--- src/design/ext_irq_pkg.sv ---
// constants, register map and types for the external pin interrupt sense block
package ext_irq_pkg;
  // ***************************
  // bus geometry
  // ***************************
  localparam int DATA_W = 8;
  localparam int ADDR_W = 3;
  localparam logic [2:0] ADDR_CONTROL = 3'h0;
  localparam logic [2:0] ADDR_ENABLE = 3'h1;
  localparam logic [2:0] ADDR_PENDING = 3'h2;
  localparam logic [2:0] ADDR_CORE = 3'h3;
  localparam logic [7:0] RESET_VALUE = 8'h00;
  localparam logic [7:0] READ_ZERO = 8'h00;

  // ***************************
  // field positions
  // ***************************
  localparam int SLEEP_ENABLE_BIT = 7;
  localparam int SLEEP_MODE_HI = 6;
  localparam int SLEEP_MODE_LO = 4;
  localparam int PIN_ONE_SENSE_HI = 3;
  localparam int PIN_ONE_SENSE_LO = 2;
  localparam int PIN_ZERO_SENSE_HI = 1;
  localparam int PIN_ZERO_SENSE_LO = 0;
  localparam int PIN_ONE_ENABLE_BIT = 7;
  localparam int PIN_ZERO_ENABLE_BIT = 6;
  localparam int PIN_ONE_PENDING_BIT = 7;
  localparam int PIN_ZERO_PENDING_BIT = 6;
  localparam int GLOBAL_ENABLE_BIT = 7;

  // ***************************
  // encodings
  // ***************************
  localparam logic [1:0] SENSE_LOW = 2'h0;
  localparam logic [1:0] SENSE_ANY = 2'h1;
  localparam logic [1:0] SENSE_FALL = 2'h2;
  localparam logic [1:0] SENSE_RISE = 2'h3;
  localparam logic [2:0] SLEEP_IDLE = 3'h0;

  // ***************************
  // timing
  // ***************************
  localparam int CLOCK_PERIOD_NS = 50;
  localparam int WDT_PERIOD_NS = 1000;
  localparam int WDT_CYCLES = (WDT_PERIOD_NS + CLOCK_PERIOD_NS - 1) / CLOCK_PERIOD_NS;
  localparam int STARTUP_CYCLES_DEFAULT = 64;

  typedef enum logic [2:0] {
    ST_AWAKE,
    ST_ASLEEP,
    ST_SAMPLE_ONE,
    ST_SAMPLE_TWO,
    ST_STARTUP
  } wake_state_type;
endpackage

--- src/design/pin_sense_unit.sv ---
// per-pin synchroniser and edge/change detector
`timescale 1ns/10ps
`default_nettype none
module pin_sense_unit (
  input wire logic i_clock,
  input wire logic i_rstn,
  input wire logic i_pin,
  input wire logic [1:0] i_sense,
  input wire logic i_io_run,
  output logic o_level,
  output logic o_event
);
  logic meta;
  logic sample;
  logic prev;
  logic changed;
  logic fell;
  logic rose;

  // two-stage synchroniser, then history for comparison
  always_ff @(posedge i_clock or negedge i_rstn) begin
    if (!i_rstn) begin
      meta <= 1'b1;
      sample <= 1'b1;
      prev <= 1'b1;
    end else begin
      meta <= i_pin;
      sample <= meta;
      prev <= sample;
    end
  end

  // history keeps running while the io clock is gated, so a level change
  // across a stop is never reported late as an edge
  assign changed = sample ^ prev;
  assign fell = prev & ~sample;
  assign rose = ~prev & sample;
  assign o_level = sample;
  assign o_event = i_io_run &
    (((i_sense == ext_irq_pkg::SENSE_ANY) & changed) |
     ((i_sense == ext_irq_pkg::SENSE_FALL) & fell) |
     ((i_sense == ext_irq_pkg::SENSE_RISE) & rose));
endmodule
`default_nettype wire

--- src/design/external_pin_interrupt_sense.sv ---
// external pin interrupt sense, pending flags, enables and level wake-up
`timescale 1ns/10ps
`default_nettype none
// Function
// pins are sensed regardless of port direction, enabling software interrupts
// low level mode keeps requesting while the pin stays low
// edge and change detection only with the io clock running
// low level detection works without the io clock, waking any sleep mode
// io clock stopped in every sleep mode except idle
// power-down level wake samples the pin twice on the watchdog tick
// wake when level seen in double sampling or held to startup end
// level gone before startup end: wake without interrupt
// pin one sense in control bits 3:2: low, change, fall, rise
// pin zero sense in control bits 1:0: low, change, fall, rise
// request reaches core only with global and pin enables set
// pins sampled into the clock domain before edge detection
// pulses longer than one clock always produce an edge request
// source holds a low level until the current instruction completes
// control register: sleep enable 7, mode 6:4, sense 3:0, reset zero
// enable register: pin one at bit 7, pin zero at bit 6
// event sets pending; cleared on routine entry or by writing one
// pending flag reads cleared while its pin is in low level mode
// two-flop synchroniser, edge found by comparing current and previous
module external_pin_interrupt_sense #(
  parameter int STARTUP_CYCLES = ext_irq_pkg::STARTUP_CYCLES_DEFAULT,
  parameter int WDT_CYCLES = ext_irq_pkg::WDT_CYCLES
) (
  input wire logic i_clock,
  input wire logic i_rstn,
  input wire logic [ext_irq_pkg::ADDR_W-1:0] i_addr,
  input wire logic [ext_irq_pkg::DATA_W-1:0] i_wdata,
  input wire logic i_write,
  input wire logic i_read,
  output logic [ext_irq_pkg::DATA_W-1:0] o_rdata,
  input wire logic i_ext_irq_pin_zero,
  input wire logic i_ext_irq_pin_one,
  input wire logic i_ack_pin_zero,
  input wire logic i_ack_pin_one,
  input wire logic i_sleep_request,
  output logic o_irq_pin_zero,
  output logic o_irq_pin_one,
  output logic o_io_clock_run,
  output logic o_asleep,
  output logic o_wake
);
  localparam int WDT_W = $clog2(WDT_CYCLES + 1);
  localparam int START_W = $clog2(STARTUP_CYCLES + 1);
  localparam logic [WDT_W-1:0] WDT_LAST = WDT_W'(WDT_CYCLES - 1);
  localparam logic [START_W-1:0] START_LAST = START_W'(STARTUP_CYCLES - 1);
  localparam logic [WDT_W-1:0] WDT_ZERO = '0;
  localparam logic [START_W-1:0] START_ZERO = '0;

  // elaboration checks on the counts
  if (STARTUP_CYCLES < 1) begin : bad_startup
    $error("STARTUP_CYCLES must be at least one");
  end
  if (WDT_CYCLES < 2) begin : bad_wdt
    $error("WDT_CYCLES must be at least two");
  end

  // ***************************
  // registers and state
  // ***************************
  logic [7:0] mcu_sleep_and_sense_control;
  logic [7:0] general_irq_enable_reg;
  logic [7:0] core_status_reg;
  logic pin_zero_pending;
  logic pin_one_pending;
  ext_irq_pkg::wake_state_type state;
  ext_irq_pkg::wake_state_type next_state;
  logic [WDT_W-1:0] wdt_count;
  logic [START_W-1:0] start_count;

  // ***************************
  // field decode
  // ***************************
  logic [1:0] pin_zero_sense;
  logic [1:0] pin_one_sense;
  logic [2:0] sleep_mode;
  logic sleep_enable_bit;
  logic global_enable;
  logic enable_zero;
  logic enable_one;
  logic level_zero_mode;
  logic level_one_mode;

  assign pin_one_sense = mcu_sleep_and_sense_control[ext_irq_pkg::PIN_ONE_SENSE_HI:
    ext_irq_pkg::PIN_ONE_SENSE_LO];
  assign pin_zero_sense = mcu_sleep_and_sense_control[ext_irq_pkg::PIN_ZERO_SENSE_HI:
    ext_irq_pkg::PIN_ZERO_SENSE_LO];
  assign sleep_mode = mcu_sleep_and_sense_control[ext_irq_pkg::SLEEP_MODE_HI:
    ext_irq_pkg::SLEEP_MODE_LO];
  assign sleep_enable_bit = mcu_sleep_and_sense_control[ext_irq_pkg::SLEEP_ENABLE_BIT];
  assign global_enable = core_status_reg[ext_irq_pkg::GLOBAL_ENABLE_BIT];
  assign enable_zero = general_irq_enable_reg[ext_irq_pkg::PIN_ZERO_ENABLE_BIT];
  assign enable_one = general_irq_enable_reg[ext_irq_pkg::PIN_ONE_ENABLE_BIT];
  assign level_zero_mode = (pin_zero_sense == ext_irq_pkg::SENSE_LOW);
  assign level_one_mode = (pin_one_sense == ext_irq_pkg::SENSE_LOW);

  // ***************************
  // pin sensing
  // ***************************
  // io clock gated in all sleep modes but idle
  logic io_run;
  logic sleeping;
  assign sleeping = (state != ext_irq_pkg::ST_AWAKE);
  assign io_run = !(sleeping && sleep_mode != ext_irq_pkg::SLEEP_IDLE);

  // pins feed straight in, the port direction never masks them
  logic level_zero;
  logic level_one;
  logic event_zero;
  logic event_one;
  pin_sense_unit sense_zero (
    .i_clock(i_clock),
    .i_rstn(i_rstn),
    .i_pin(i_ext_irq_pin_zero),
    .i_sense(pin_zero_sense),
    .i_io_run(io_run),
    .o_level(level_zero),
    .o_event(event_zero)
  );
  pin_sense_unit sense_one (
    .i_clock(i_clock),
    .i_rstn(i_rstn),
    .i_pin(i_ext_irq_pin_one),
    .i_sense(pin_one_sense),
    .i_io_run(io_run),
    .o_level(level_one),
    .o_event(event_one)
  );

  // ***************************
  // bus decode
  // ***************************
  logic write_control;
  logic write_enable;
  logic write_pending;
  logic write_core;
  logic clear_zero;
  logic clear_one;
  assign write_control = i_write && (i_addr == ext_irq_pkg::ADDR_CONTROL);
  assign write_enable = i_write && (i_addr == ext_irq_pkg::ADDR_ENABLE);
  assign write_pending = i_write && (i_addr == ext_irq_pkg::ADDR_PENDING);
  assign write_core = i_write && (i_addr == ext_irq_pkg::ADDR_CORE);
  assign clear_zero = i_ack_pin_zero ||
    (write_pending && i_wdata[ext_irq_pkg::PIN_ZERO_PENDING_BIT]);
  assign clear_one = i_ack_pin_one ||
    (write_pending && i_wdata[ext_irq_pkg::PIN_ONE_PENDING_BIT]);

  // writable registers, reset to zero
  always_ff @(posedge i_clock or negedge i_rstn) begin
    if (!i_rstn) begin
      mcu_sleep_and_sense_control <= ext_irq_pkg::RESET_VALUE;
      general_irq_enable_reg <= ext_irq_pkg::RESET_VALUE;
      core_status_reg <= ext_irq_pkg::RESET_VALUE;
    end else begin
      if (write_control) mcu_sleep_and_sense_control <= i_wdata;
      if (write_enable) general_irq_enable_reg <= i_wdata;
      if (write_core) core_status_reg <= i_wdata;
    end
  end

  // pending flags: an event in the clearing cycle wins; level mode holds clear
  logic next_pending_zero;
  logic next_pending_one;
  assign next_pending_zero = level_zero_mode ? 1'b0 :
    (event_zero || (pin_zero_pending && !clear_zero));
  assign next_pending_one = level_one_mode ? 1'b0 :
    (event_one || (pin_one_pending && !clear_one));
  always_ff @(posedge i_clock or negedge i_rstn) begin
    if (!i_rstn) begin
      pin_zero_pending <= 1'b0;
      pin_one_pending <= 1'b0;
    end else begin
      pin_zero_pending <= next_pending_zero;
      pin_one_pending <= next_pending_one;
    end
  end

  // read mux; unmapped addresses read zero, reserved bits read zero
  logic [7:0] pending_view;
  logic [7:0] enable_view;
  logic [7:0] read_value;
  assign pending_view = {pin_one_pending && !level_one_mode,
    pin_zero_pending && !level_zero_mode, 6'h00};
  assign enable_view = {enable_one, enable_zero, 6'h00};
  assign read_value = (i_addr == ext_irq_pkg::ADDR_CONTROL) ? mcu_sleep_and_sense_control :
    (i_addr == ext_irq_pkg::ADDR_ENABLE) ? enable_view :
    (i_addr == ext_irq_pkg::ADDR_PENDING) ? pending_view :
    (i_addr == ext_irq_pkg::ADDR_CORE) ? {global_enable, 7'h00} :
    ext_irq_pkg::READ_ZERO;
  always_ff @(posedge i_clock or negedge i_rstn) begin
    if (!i_rstn) o_rdata <= ext_irq_pkg::READ_ZERO;
    else o_rdata <= i_read ? read_value : ext_irq_pkg::READ_ZERO;
  end

  // ***************************
  // requests to the core
  // ***************************
  // level requests are held back while asleep, so a level lost in start-up
  // wakes the part without an interrupt
  logic low_zero;
  logic low_one;
  logic req_zero;
  logic req_one;
  assign low_zero = enable_zero && global_enable && level_zero_mode && !level_zero;
  assign low_one = enable_one && global_enable && level_one_mode && !level_one;
  assign req_zero = global_enable && enable_zero && (level_zero_mode ?
    (!level_zero && !sleeping) : pin_zero_pending);
  assign req_one = global_enable && enable_one && (level_one_mode ?
    (!level_one && !sleeping) : pin_one_pending);

  // ***************************
  // sleep and wake sequencer
  // ***************************
  logic wdt_tick;
  logic any_low;
  logic start_done;
  assign wdt_tick = (wdt_count == WDT_LAST);
  assign any_low = low_zero || low_one;
  assign start_done = (start_count == START_ZERO);

  // watchdog oscillator modelled as an enable divided off the clock
  always_ff @(posedge i_clock or negedge i_rstn) begin
    if (!i_rstn) wdt_count <= WDT_ZERO;
    else wdt_count <= wdt_tick ? WDT_ZERO : wdt_count + WDT_W'(1);
  end

  // next state
  always_comb begin
    next_state = state;
    case (state)
      ext_irq_pkg::ST_AWAKE: begin
        if (i_sleep_request && sleep_enable_bit) next_state = ext_irq_pkg::ST_ASLEEP;
      end
      ext_irq_pkg::ST_ASLEEP: begin
        if (sleep_mode == ext_irq_pkg::SLEEP_IDLE) begin
          if (req_zero || req_one || any_low) next_state = ext_irq_pkg::ST_STARTUP;
        end else if (any_low) begin
          next_state = ext_irq_pkg::ST_SAMPLE_ONE;
        end
      end
      ext_irq_pkg::ST_SAMPLE_ONE: begin
        if (wdt_tick) next_state = any_low ? ext_irq_pkg::ST_SAMPLE_TWO :
          ext_irq_pkg::ST_ASLEEP;
      end
      ext_irq_pkg::ST_SAMPLE_TWO: begin
        if (wdt_tick) next_state = any_low ? ext_irq_pkg::ST_STARTUP :
          ext_irq_pkg::ST_ASLEEP;
      end
      ext_irq_pkg::ST_STARTUP: begin
        if (start_done) next_state = ext_irq_pkg::ST_AWAKE;
      end
      default: next_state = ext_irq_pkg::ST_AWAKE;
    endcase
  end

  // state and start-up counter
  always_ff @(posedge i_clock or negedge i_rstn) begin
    if (!i_rstn) begin
      state <= ext_irq_pkg::ST_AWAKE;
      start_count <= START_LAST;
    end else begin
      state <= next_state;
      if (state != ext_irq_pkg::ST_STARTUP) start_count <= START_LAST;
      else if (!start_done) start_count <= start_count - START_W'(1);
    end
  end

  // registered outputs
  always_ff @(posedge i_clock or negedge i_rstn) begin
    if (!i_rstn) begin
      o_irq_pin_zero <= 1'b0;
      o_irq_pin_one <= 1'b0;
      o_io_clock_run <= 1'b1;
      o_asleep <= 1'b0;
      o_wake <= 1'b0;
    end else begin
      o_irq_pin_zero <= req_zero;
      o_irq_pin_one <= req_one;
      o_io_clock_run <= io_run;
      o_asleep <= sleeping;
      o_wake <= (state == ext_irq_pkg::ST_STARTUP) && start_done;
    end
  end
endmodule
`default_nettype wire

--- config.mk ---
export PLATFORM = sky130hd
export DESIGN_NAME = external_pin_interrupt_sense
export DESIGN_NICKNAME = d
export VERILOG_FILES = /design/src/design/ext_irq_pkg.sv /design/src/design/pin_sense_unit.sv /design/src/design/external_pin_interrupt_sense.sv
export SDC_FILE = /design/constraint.sdc
export NUM_CORES = 1
export LEC_CHECK = 0
export BUFFER_PORTS_ARGS = -buffer_cell sky130_fd_sc_hd__buf_2
export CORE_ASPECT_RATIO = 0.9
export CORE_MARGIN = 1.5
export CORE_UTILIZATION = 32
export DETAILED_ROUTE_END_ITERATION = 8
export SYNTH_ARGS = -nofsm -noshare
export SYNTH_HDL_FRONTEND = slang
export SYNTH_HIERARCHICAL = 1
export SYNTH_SLANG_ARGS = --single-unit
export TNS_END_PERCENT = 5
--- constraint.sdc ---
create_clock -name i_clock -period 2.4 [get_ports i_clock]
set_input_delay 0.12 -clock i_clock [delete_from_list [all_inputs] [get_ports i_clock]]
set_output_delay 0.12 -clock i_clock [all_outputs]
set_load 0.03 [all_outputs]
After elaboration in Yosys (flattened, before gate mapping)
Cells that the tools add are included.
{"block": "totals", "regBits": 60, "latchBits": 0, "out_inout_bits": 13, "ramBits": 0, "romBits": 0, "in_bits": 20, "mem_count": 0, "elab_cells": 135}
{"block": "op_classes", "eq_ne": 22, "div_mod_pow": 0, "magnitude_cmp": 0, "bitwise_logic": 22, "muxes": 22, "shifts": 0, "addsub": 2, "reduce_logical": 47, "n_mul": 0}
{"cell": "two-way mux 8 bit", "n": 5}
{"cell": "two-way mux 3 bit", "n": 8}
{"cell": "logical AND 1 bit", "n": 23}
{"cell": "one-hot mux 3 bit (5 select lines)", "n": 1}
{"cell": "two-way mux 7 bit", "n": 2}
{"cell": "AND 1 bit", "n": 12}
{"cell": "== test 3 x 2 -> 1 bit, second input constant", "n": 4}
{"cell": "logical NOT 3 bit", "n": 3}
{"cell": "inequality test 3 bit, second input constant", "n": 3}
{"cell": "== test 2 bit, second input constant", "n": 4}
{"cell": "logical NOT 1 bit", "n": 8}
{"cell": "inequality test 2 bit, second input constant", "n": 4}
{"cell": "logical NOT 7 bit", "n": 1}
{"cell": "logical OR 1 bit", "n": 7}
{"cell": "subtractor 7 x 1 -> 7 bit, second input constant", "n": 1}
{"cell": "== test 3 x 1 -> 1 bit, second input constant", "n": 2}
{"cell": "AND reduction 6 bit", "n": 1}
{"cell": "nonzero test 3 bit", "n": 2}
{"cell": "adder 5 x 1 -> 5 bit, second input constant", "n": 1}
{"cell": "== test 5 bit, second input constant", "n": 1}
{"cell": "two-way mux 5 bit", "n": 1}
{"cell": "== test 2 x 1 -> 1 bit, second input constant", "n": 2}
{"cell": "logical NOT 2 bit", "n": 2}
{"cell": "two-way mux 1 bit", "n": 4}
{"cell": "other kinds (6)", "n": 13}

Logic depth before layout (Yosys ltp)
Gate-level depths: netlist of the first run.
{"block": "logic_depth", "depth_word": 10, "ltp_mapped": 6, "depth_no_buf": 6}

Hierarchy
The synthesis of the first run kept the hierarchy.
{"mod": "external_pin_interrupt_sense", "n_inst": 1, "cells_per_inst": 159, "area_per_inst_um2": 1863.0, "seq_area_each_um2": 1034.7}
{"mod": "pin_sense_unit", "n_inst": 2, "cells_per_inst": 11, "area_per_inst_um2": 137.6, "seq_area_each_um2": 78.8}

Worst setup path after synthesis of the first run
No wires, ideal clock.
{"block": "synth_timing", "path_type": "reg2reg", "from": "register start_count[0]", "to": "register start_count[4]", "arrival_ns": 1.623, "setup_time_ns": 0.086, "n_path_buf": 0, "synth_period_minus_slack_ns": 1.709, "path_slack_ns": 0.691, "stages_incl_launch_ff": 7, "required_time_ns": 2.314, "cell_sequence": "dfstp_2 inv_1 ha_1 nor3b_1 a2111oi_0 xnor2_1 nand2_1"}
{"block": "synth_between", "elab_chain_cells": 3, "elab_cells_between_ends": 5, "classes_between": "add/sub: 1; eq/ne: 1; mux: 2; reduce/logical: 1"}
{"item": "start: declaration", "line": "external_pin_interrupt_sense.sv:72", "text": "logic [START_W-1:0] start_count;"}
{"item": "start signal: assignment", "line": "external_pin_interrupt_sense.sv:267", "text": "else if (!start_done) start_count <= start_count - START_W'(1);"}
{"item": "subtractor 7 x 1 -> 7 bit", "line": "external_pin_interrupt_sense.sv:267"}
{"item": "two-way mux 7 bit", "line": "external_pin_interrupt_sense.sv:267"}
{"item": "two-way mux 7 bit", "line": "external_pin_interrupt_sense.sv:266", "text": "if (state != ext_irq_pkg::ST_STARTUP) start_count <= START_LAST;"}
Several ways; a longest one is shown, not always the timed one. The select of a mux whose other input is x is not followed.
A chain may end at the register's enable or synchronous reset.

Final worst setup path of the first run
Ends and elaborated chain as after synthesis.

==> results of run 1 <==
[synthesized netlist by cell type, drive strengths merged, types with 5 or more instances]
library cell	instances	area share, %
dfrtp	34	40
nand2	15	2.6
dfstp	13	16
mux2	11	5.8
a21oi	9	2.1
and2	9	2.6
inv	9	1.6
nor2	8	1.4
ha	7	4.1
nand2b	6	1.8
o21ai	6	1.4
xnor2	5	2.0
[worst max-delay path by stage]
| stage | endpoint | start | slack (ns) | cells after the start |
|---|---|---|---|---|
| after global placement | start_count[4] | start_count[0] | 0.63 | 6 |
| after detailed placement | start_count[4] | start_count[0] | 0.59 | 6 |
| after global routing | start_count[1] | start_count[0] | 0.43 | 6 |
| final | start_count[4] | start_count[0] | 0.58 | 6 |
| after floorplan | start_count[4] | start_count[0] | 0.69 | 6 |
| after CTS | start_count[4] | start_count[0] | 0.58 | 6 |
[power groups by stage]
stage	Sequential, mW	Clock (mW)	Combinational, mW
after global routing	1.02	0.515	0.347
after CTS	0.995	0.482	0.313
final	0.995	0.463	0.309
after floorplan	1.02	0	0.184
after detailed placement	1.01	0	0.310
after global placement	1.01	0	0.305
[layer usage]
metal | global-route usage [%] | share of wire, %
met5 | 0 | 0
met4 | 3.69 | 1.2
met3 | 3.39 | 3.0
met2 | 18.9 | 45
met1 | 17.3 | 51
[what timing repair did]
action                    CTS  global route
hold buffers                2             0
hold endpoints to repair    2             0
resized for setup           0             0
[worst max-delay path, cell delays in order, from the launching register on]
cell and delay (ns):
dfstp_2 0.56, inv_1 0.06, ha_1 0.20, nor3b_1 0.18, a2111oi_0 0.51, xnor2_1 0.17, nand2_1 0.07
[logic make-up (layout without fill, tap and decap cells)]
family,count (synthesis),after routing,share of synthesized area (%)
simple gates,63,63,18.2
flops,47,47,55.8
compound gates,33,33,10.5
mux,14,14,7.20
buf+inv,12,52,2.16
fa+ha+maj,7,7,4.10
xor+xnor,5,5,2.05
[cell type report]
type	count	share of cell area (%)
tap	90	4.49
clock buffer	5	2.74
timing repair buffer	35	7.48
sequential	47	47.5
inverter	9	1.35
multi-input combinational	122	35.8
clock inverter	3	0.598
[placed cells by master, fill, tap and decap left out, drive strengths merged, types with 3 or more instances in the layout]
master,synthesis,final
a211oi,3,3
a21oi,9,9
and2,9,9
buf,1,33
clkbuf,2,5
clkinv,0,3
dfrtp,34,34
dfstp,13,13
ha,7,7
inv,9,9
mux2,11,11
mux2i,3,3
nand2,15,15
nand2b,6,6
nor2,8,8
nor2b,4,4
nor3,4,4
o21ai,6,6
or3,4,4
xnor2,5,5
[metrics by stage]
step	area (sq um)	setup WS [ns]	instances	hold WS, ns
after CTS	2510	0.578	311	0.0108
after global routing	2510	0.434	311	0.0467
after floorplan	2140	0.691	181	-0.176
after detailed placement	2410	0.594	301	0.226
after global placement	2410	0.627	301	0.227
final	2510	0.582	311	-0.0280
==> run_results.csv, run 1 <==
group,metric,value,unit
outcome,status,"finished, violations left",
outcome,violations,"hold timing",
sta,fin_crit,1.82,ns
sta,setup_tns,0,ns
sta,relSlewSlack,35.6,%
placement,finalWeightedCongestion,0.754,
global_routing,antenna_found_initial,0,
global_routing,grt_pass1_vias,1414,
sta,rsz0062_at_grt,"false",
floorplanning,die_x,89.2,um
synthesis,synthFlopType,"dfrtp_1",
sta,finClkSkew,0.00593,ns
placement,place_hpwl,2.79,mm
power,power.switching,532,uW
sta,tightest_slew,0.966,ns
job,cap_violations,0,
layout,area_growth,17.4,%
layout,nFillCells,665,
power,pwr-share-clk,26.2,%
worst_setup_path,cp-end-kind,"flip-flop",
clocking,cts_buffers,5,
drt,first_iter_violations,28,
worst_setup_path,rr_endpoint,"start_count[4]",
power,intPower,1.24,mW
clocking,clk_pin_slew,0.09,ns
synthesis,ys_seq_area_share,55.8,%
synthesis,syn_inst,181,
clocking,clock-sinks,47,
worst_setup_path,start_kind,"flip-flop",
layout,seqCellArea,0.00119,sq mm
clocking,htree_levels,2,
power,p_leak,1.12,nW
layout,diodes,0,
drt,post_drt_wl_per_cell,12.4,um
placement,portBuffers,32,
floorplanning,row_count,28,
power,vdd_drop_max,0.303,mV
drt,ant_nets,0,
power,swShare,30.1,%
floorplanning,ios,33,
floorplanning,die-area,0.00718,sq mm
synthesis,ys_types,44,
sta,hold_viol_final,34,
clocking,clk_latency,0.30,ns
global_routing,grt_use_total,12.5,%
synthesis,syn_area_per_cell,11.8,sq um
synthesis,ys_warn_count,6,
clocking,cts_tree,"yes",
floorplanning,core_area,0.00652,sq mm
layout,layout-drive-gt1-share,32.1,%
worst_setup_path,reg2reg_depth,6,
worst_setup_path,rrSetupSlack,0.58,ns
sta,setup_viol,0,
drt,avgViaCountPerCell,4.66,
drt,drc,0,
worst_setup_path,cp_max_fo,4,
layout,top_regs,"mcu_sleep_and_sense_control: 8 flops, o_rdata: 8 flops, start_count: 7 flops",
floorplanning,die_h,80.6,um
hold_path,hold_class,"in -> async",
sta,holdWs,-0.0280,ns
floorplanning,initial_core_util,32.8,%
power,power.density,704,mW/mm^2
layout,multi_input_area,900,sq um
power,p_seq_share,56.3,%
worst_setup_path,arrival,2.04,ns
layout,nets,247,
worst_setup_path,timing.rr.start,"start_count[0]",
worst_setup_path,cp.required,2.62,ns
global_routing,overflow,0,
drt,wirelength,3.84,mm
global_routing,grt_pass1_wl,6.81,mm
drt,dr_total_vias,1450,
sta,slew_viol_final,0,
synthesis,syn-num-nets,208,
power,power_frac_comb,17.5,%
clocking,clock_path_buffers,2,
synthesis,synthesis.area,0.00214,sq mm
synthesis,synth_edf_count,0,
clocking,clock-root-buffer,"clkbuf_8",
power,power,1.77,mW
synthesis,synth_seq_cells,47,
sta,clock.fmax,550,MHz
clocking,post-cts-setup-buffers,0,
global_routing,grt_max_degree,45,
sta,finalCritPeriodShare,75.8,%
worst_setup_path,critical_path_class,"reg -> reg",
layout,utilization,38.5,%
synthesis,synthArstFlopShare,100,%
drt,firstDrtPassIters,4,
No activity file was read; power rests on OpenSTA's default activity.
==> inputs of run 2 (changes only) <==
==> constraint.sdc (replaced) <==
create_clock -name i_clock -period 1.48 [get_ports i_clock]
set_input_delay 0.074 -clock i_clock [delete_from_list [all_inputs] [get_ports i_clock]]
set_output_delay 0.074 -clock i_clock [all_outputs]
set_load 0.03 [all_outputs]
==> run 2 against run 1 <==
Sequential cell count did not move. Register-to-register slack got worse by 0.62 ns. Count of clock-buffer cells in the layout rose by 1. The flow finishes with violations (setup timing).
==> run_results.csv, run 2 (synthesis results as in run 1) <==
group,metric,value,unit
global_routing,grt_pass1_wl,7.59,mm
sta,slew_viol_final,0,
clocking,htree_levels,2,
layout,layout-drive-gt1-share,42.2,%
global_routing,overflow,0,
sta,tightest_slew,0.495,ns
layout,nets,277,
worst_setup_path,cp_max_fo,4,
sta,finClkSkew,0.00611,ns
worst_setup_path,arrival,1.75,ns
layout,top_regs,"mcu_sleep_and_sense_control: 8 flops, o_rdata: 8 flops, start_count: 7 flops",
outcome,violations,"setup timing",
sta,fin_crit,1.52,ns
sta,setup_viol,2,
worst_setup_path,cp-end-kind,"flip-flop",
sta,finalCritPeriodShare,102,%
power,vdd_drop_max,0.440,mV
layout,final_common_cell,"dfrtp_1",
layout,seqCellArea,0.00119,sq mm
sta,rsz0062_at_grt,"true",
worst_setup_path,cp_cell_sequence,"inv_2 -> ha_4 -> nor3b_4 -> a2111oi_4 -> xnor2_1 -> nand2_1",
drt,firstDrtPassIters,4,
floorplanning,die-area,0.00718,sq mm
layout,nFillCells,640,
worst_setup_path,crit_family,"flip-flops",
floorplanning,ios,33,
worst_setup_path,crit_buf_inv,1,
clocking,clock-sinks,47,
drt,drc,0,
global_routing,antenna_found_initial,0,
clocking,cts_tree,"yes",
drt,post_drt_wl_per_cell,12.9,um
floorplanning,die_x,89.2,um
floorplanning,initial_core_util,32.8,%
floorplanning,die_h,80.6,um
outcome,status,"finished, violations left",
placement,portBuffers,32,
floorplanning,core_area,0.00652,sq mm
clocking,clock-root-buffer,"clkbuf_8",
placement,place_hpwl,3.19,mm
job,cap_violations,0,
power,power.density,1130,mW/mm^2
drt,dr_total_vias,1569,
worst_setup_path,start_kind,"flip-flop",
placement,dpl_cell_area,0.00261,sq mm
drt,ant_nets,0,
hold_path,hold_class,"in -> reg",
power,p_leak,1.29,nW
global_routing,grt_pass1_vias,1530,
drt,first_iter_violations,78,
drt,wirelength,4.38,mm
floorplanning,row_count,28,
placement,pre_cts_ws,-0.101,ns
sta,setup_ws,-0.0360,ns
clocking,clk_pin_slew,0.09,ns
clocking,cts_buffers,5,
worst_setup_path,cpPeakStageDelay,0.55,ns
worst_setup_path,cp.required,1.71,ns
placement,finalWeightedCongestion,0.750,
sta,holdWs,0.0132,ns
layout,diodes,0,
sta,relSlewSlack,67.0,%
sta,hold_viol_final,0,
layout,final_cell_mix,"dfrtp_1 (34), buf_2 (32), buf_4 (24)",
sta,clock.fmax,660,MHz
layout,multi_input_area,987,sq um
global_routing,grt_max_degree,29,
layout,area_growth,34.9,%
drt,avgViaCountPerCell,4.60,
clocking,clk_latency,0.31,ns
worst_setup_path,slowest_stage,"dfstp_2",
clocking,clock_path_buffers,2,
layout,stdcell_area,0.00288,sq mm
worst_setup_path,critical_path_class,"reg -> reg",
global_routing,grt_use_total,14.0,%
## run 2: cell types whose count changed in the layout (fill, tap and decap cells not counted), sizes merged
cell,previous run,this run
buf,33,57
bufinv,0,1
clkbuf,5,6
clkinv,3,1
dlygate4sd3,2,8
## run 2: final cells by class
cell class / instances / area share (%)
Multi-Input combinational cell: 122 / 34.2
Clock inverter: 2 / 1.21
Sequential cell: 47 / 41.3
Clock buffer: 6 / 2.86
Inverter: 9 / 1.17
Timing Repair Buffer: 65 / 15.3
Tap cell: 90 / 3.90
## run 2: layer usage
layer | track usage (%) | vias up | share of wire (%)
li1 | - | 779 | -
met1 | 19.2 | 764 | 49
met2 | 20.9 | 21 | 46
met3 | 4.01 | 5 | 3.3
met4 | 5.08 | 0 | 1.6
met5 | 0 | - | 0
## run 2: timing repair
| action | 4_1_cts | 5_1_grt |
|---|---|---|
| setup endpoints to repair | 4 | 11 |
| resized for setup | 6 | 4 |
| pin swaps | 1 | 1 |
| endpoints found under the hold margin | 25 | 0 |
| hold buffers | 8 | 0 |
| setup buffers | 1 | 0 |
## run 2: power breakdown
group	switching [mW]	leakage [nW]	internal [mW]
registers	0.0987	0.569	1.45
logic	0.375	0.664	0.330
clock network	0.440	0.0612	0.547
## run 2: path summary, 6_finish.rpt
| check | from | endpoint | slack [ns] | depth (start not counted) |
|---|---|---|---|---|
| max | start_count[1] | start_count[4] | -0.04 | 6 |
| min | i_wdata[0] | mcu_sleep_and_sense_control[0] | 0.01 | 2 |
| max reg2reg | start_count[1] | start_count[4] | -0.04 | 6 |
| min reg2reg | sense_one/meta | sense_one/o_level | 0.36 | 0 |
| max in group asynchronous | i_rstn | start_count[2] | 0.63 | 3 |
| min in group asynchronous | i_rstn | mcu_sleep_and_sense_control[2] | 0.25 | 2 |
## run 2: through the flow
step,instances,TNS (ns),power [mW],utilization [%]
final,341,-0.0671,3.25,44.3
after global routing,341,-0.511,3.43,44.3
after CTS,341,-0.0936,3.29,44.0
after detailed placement,324,-0.203,2.26,40.1
after global placement,324,-0.0936,2.25,40.1
after floorplan,181,-0.0278,1.96,-
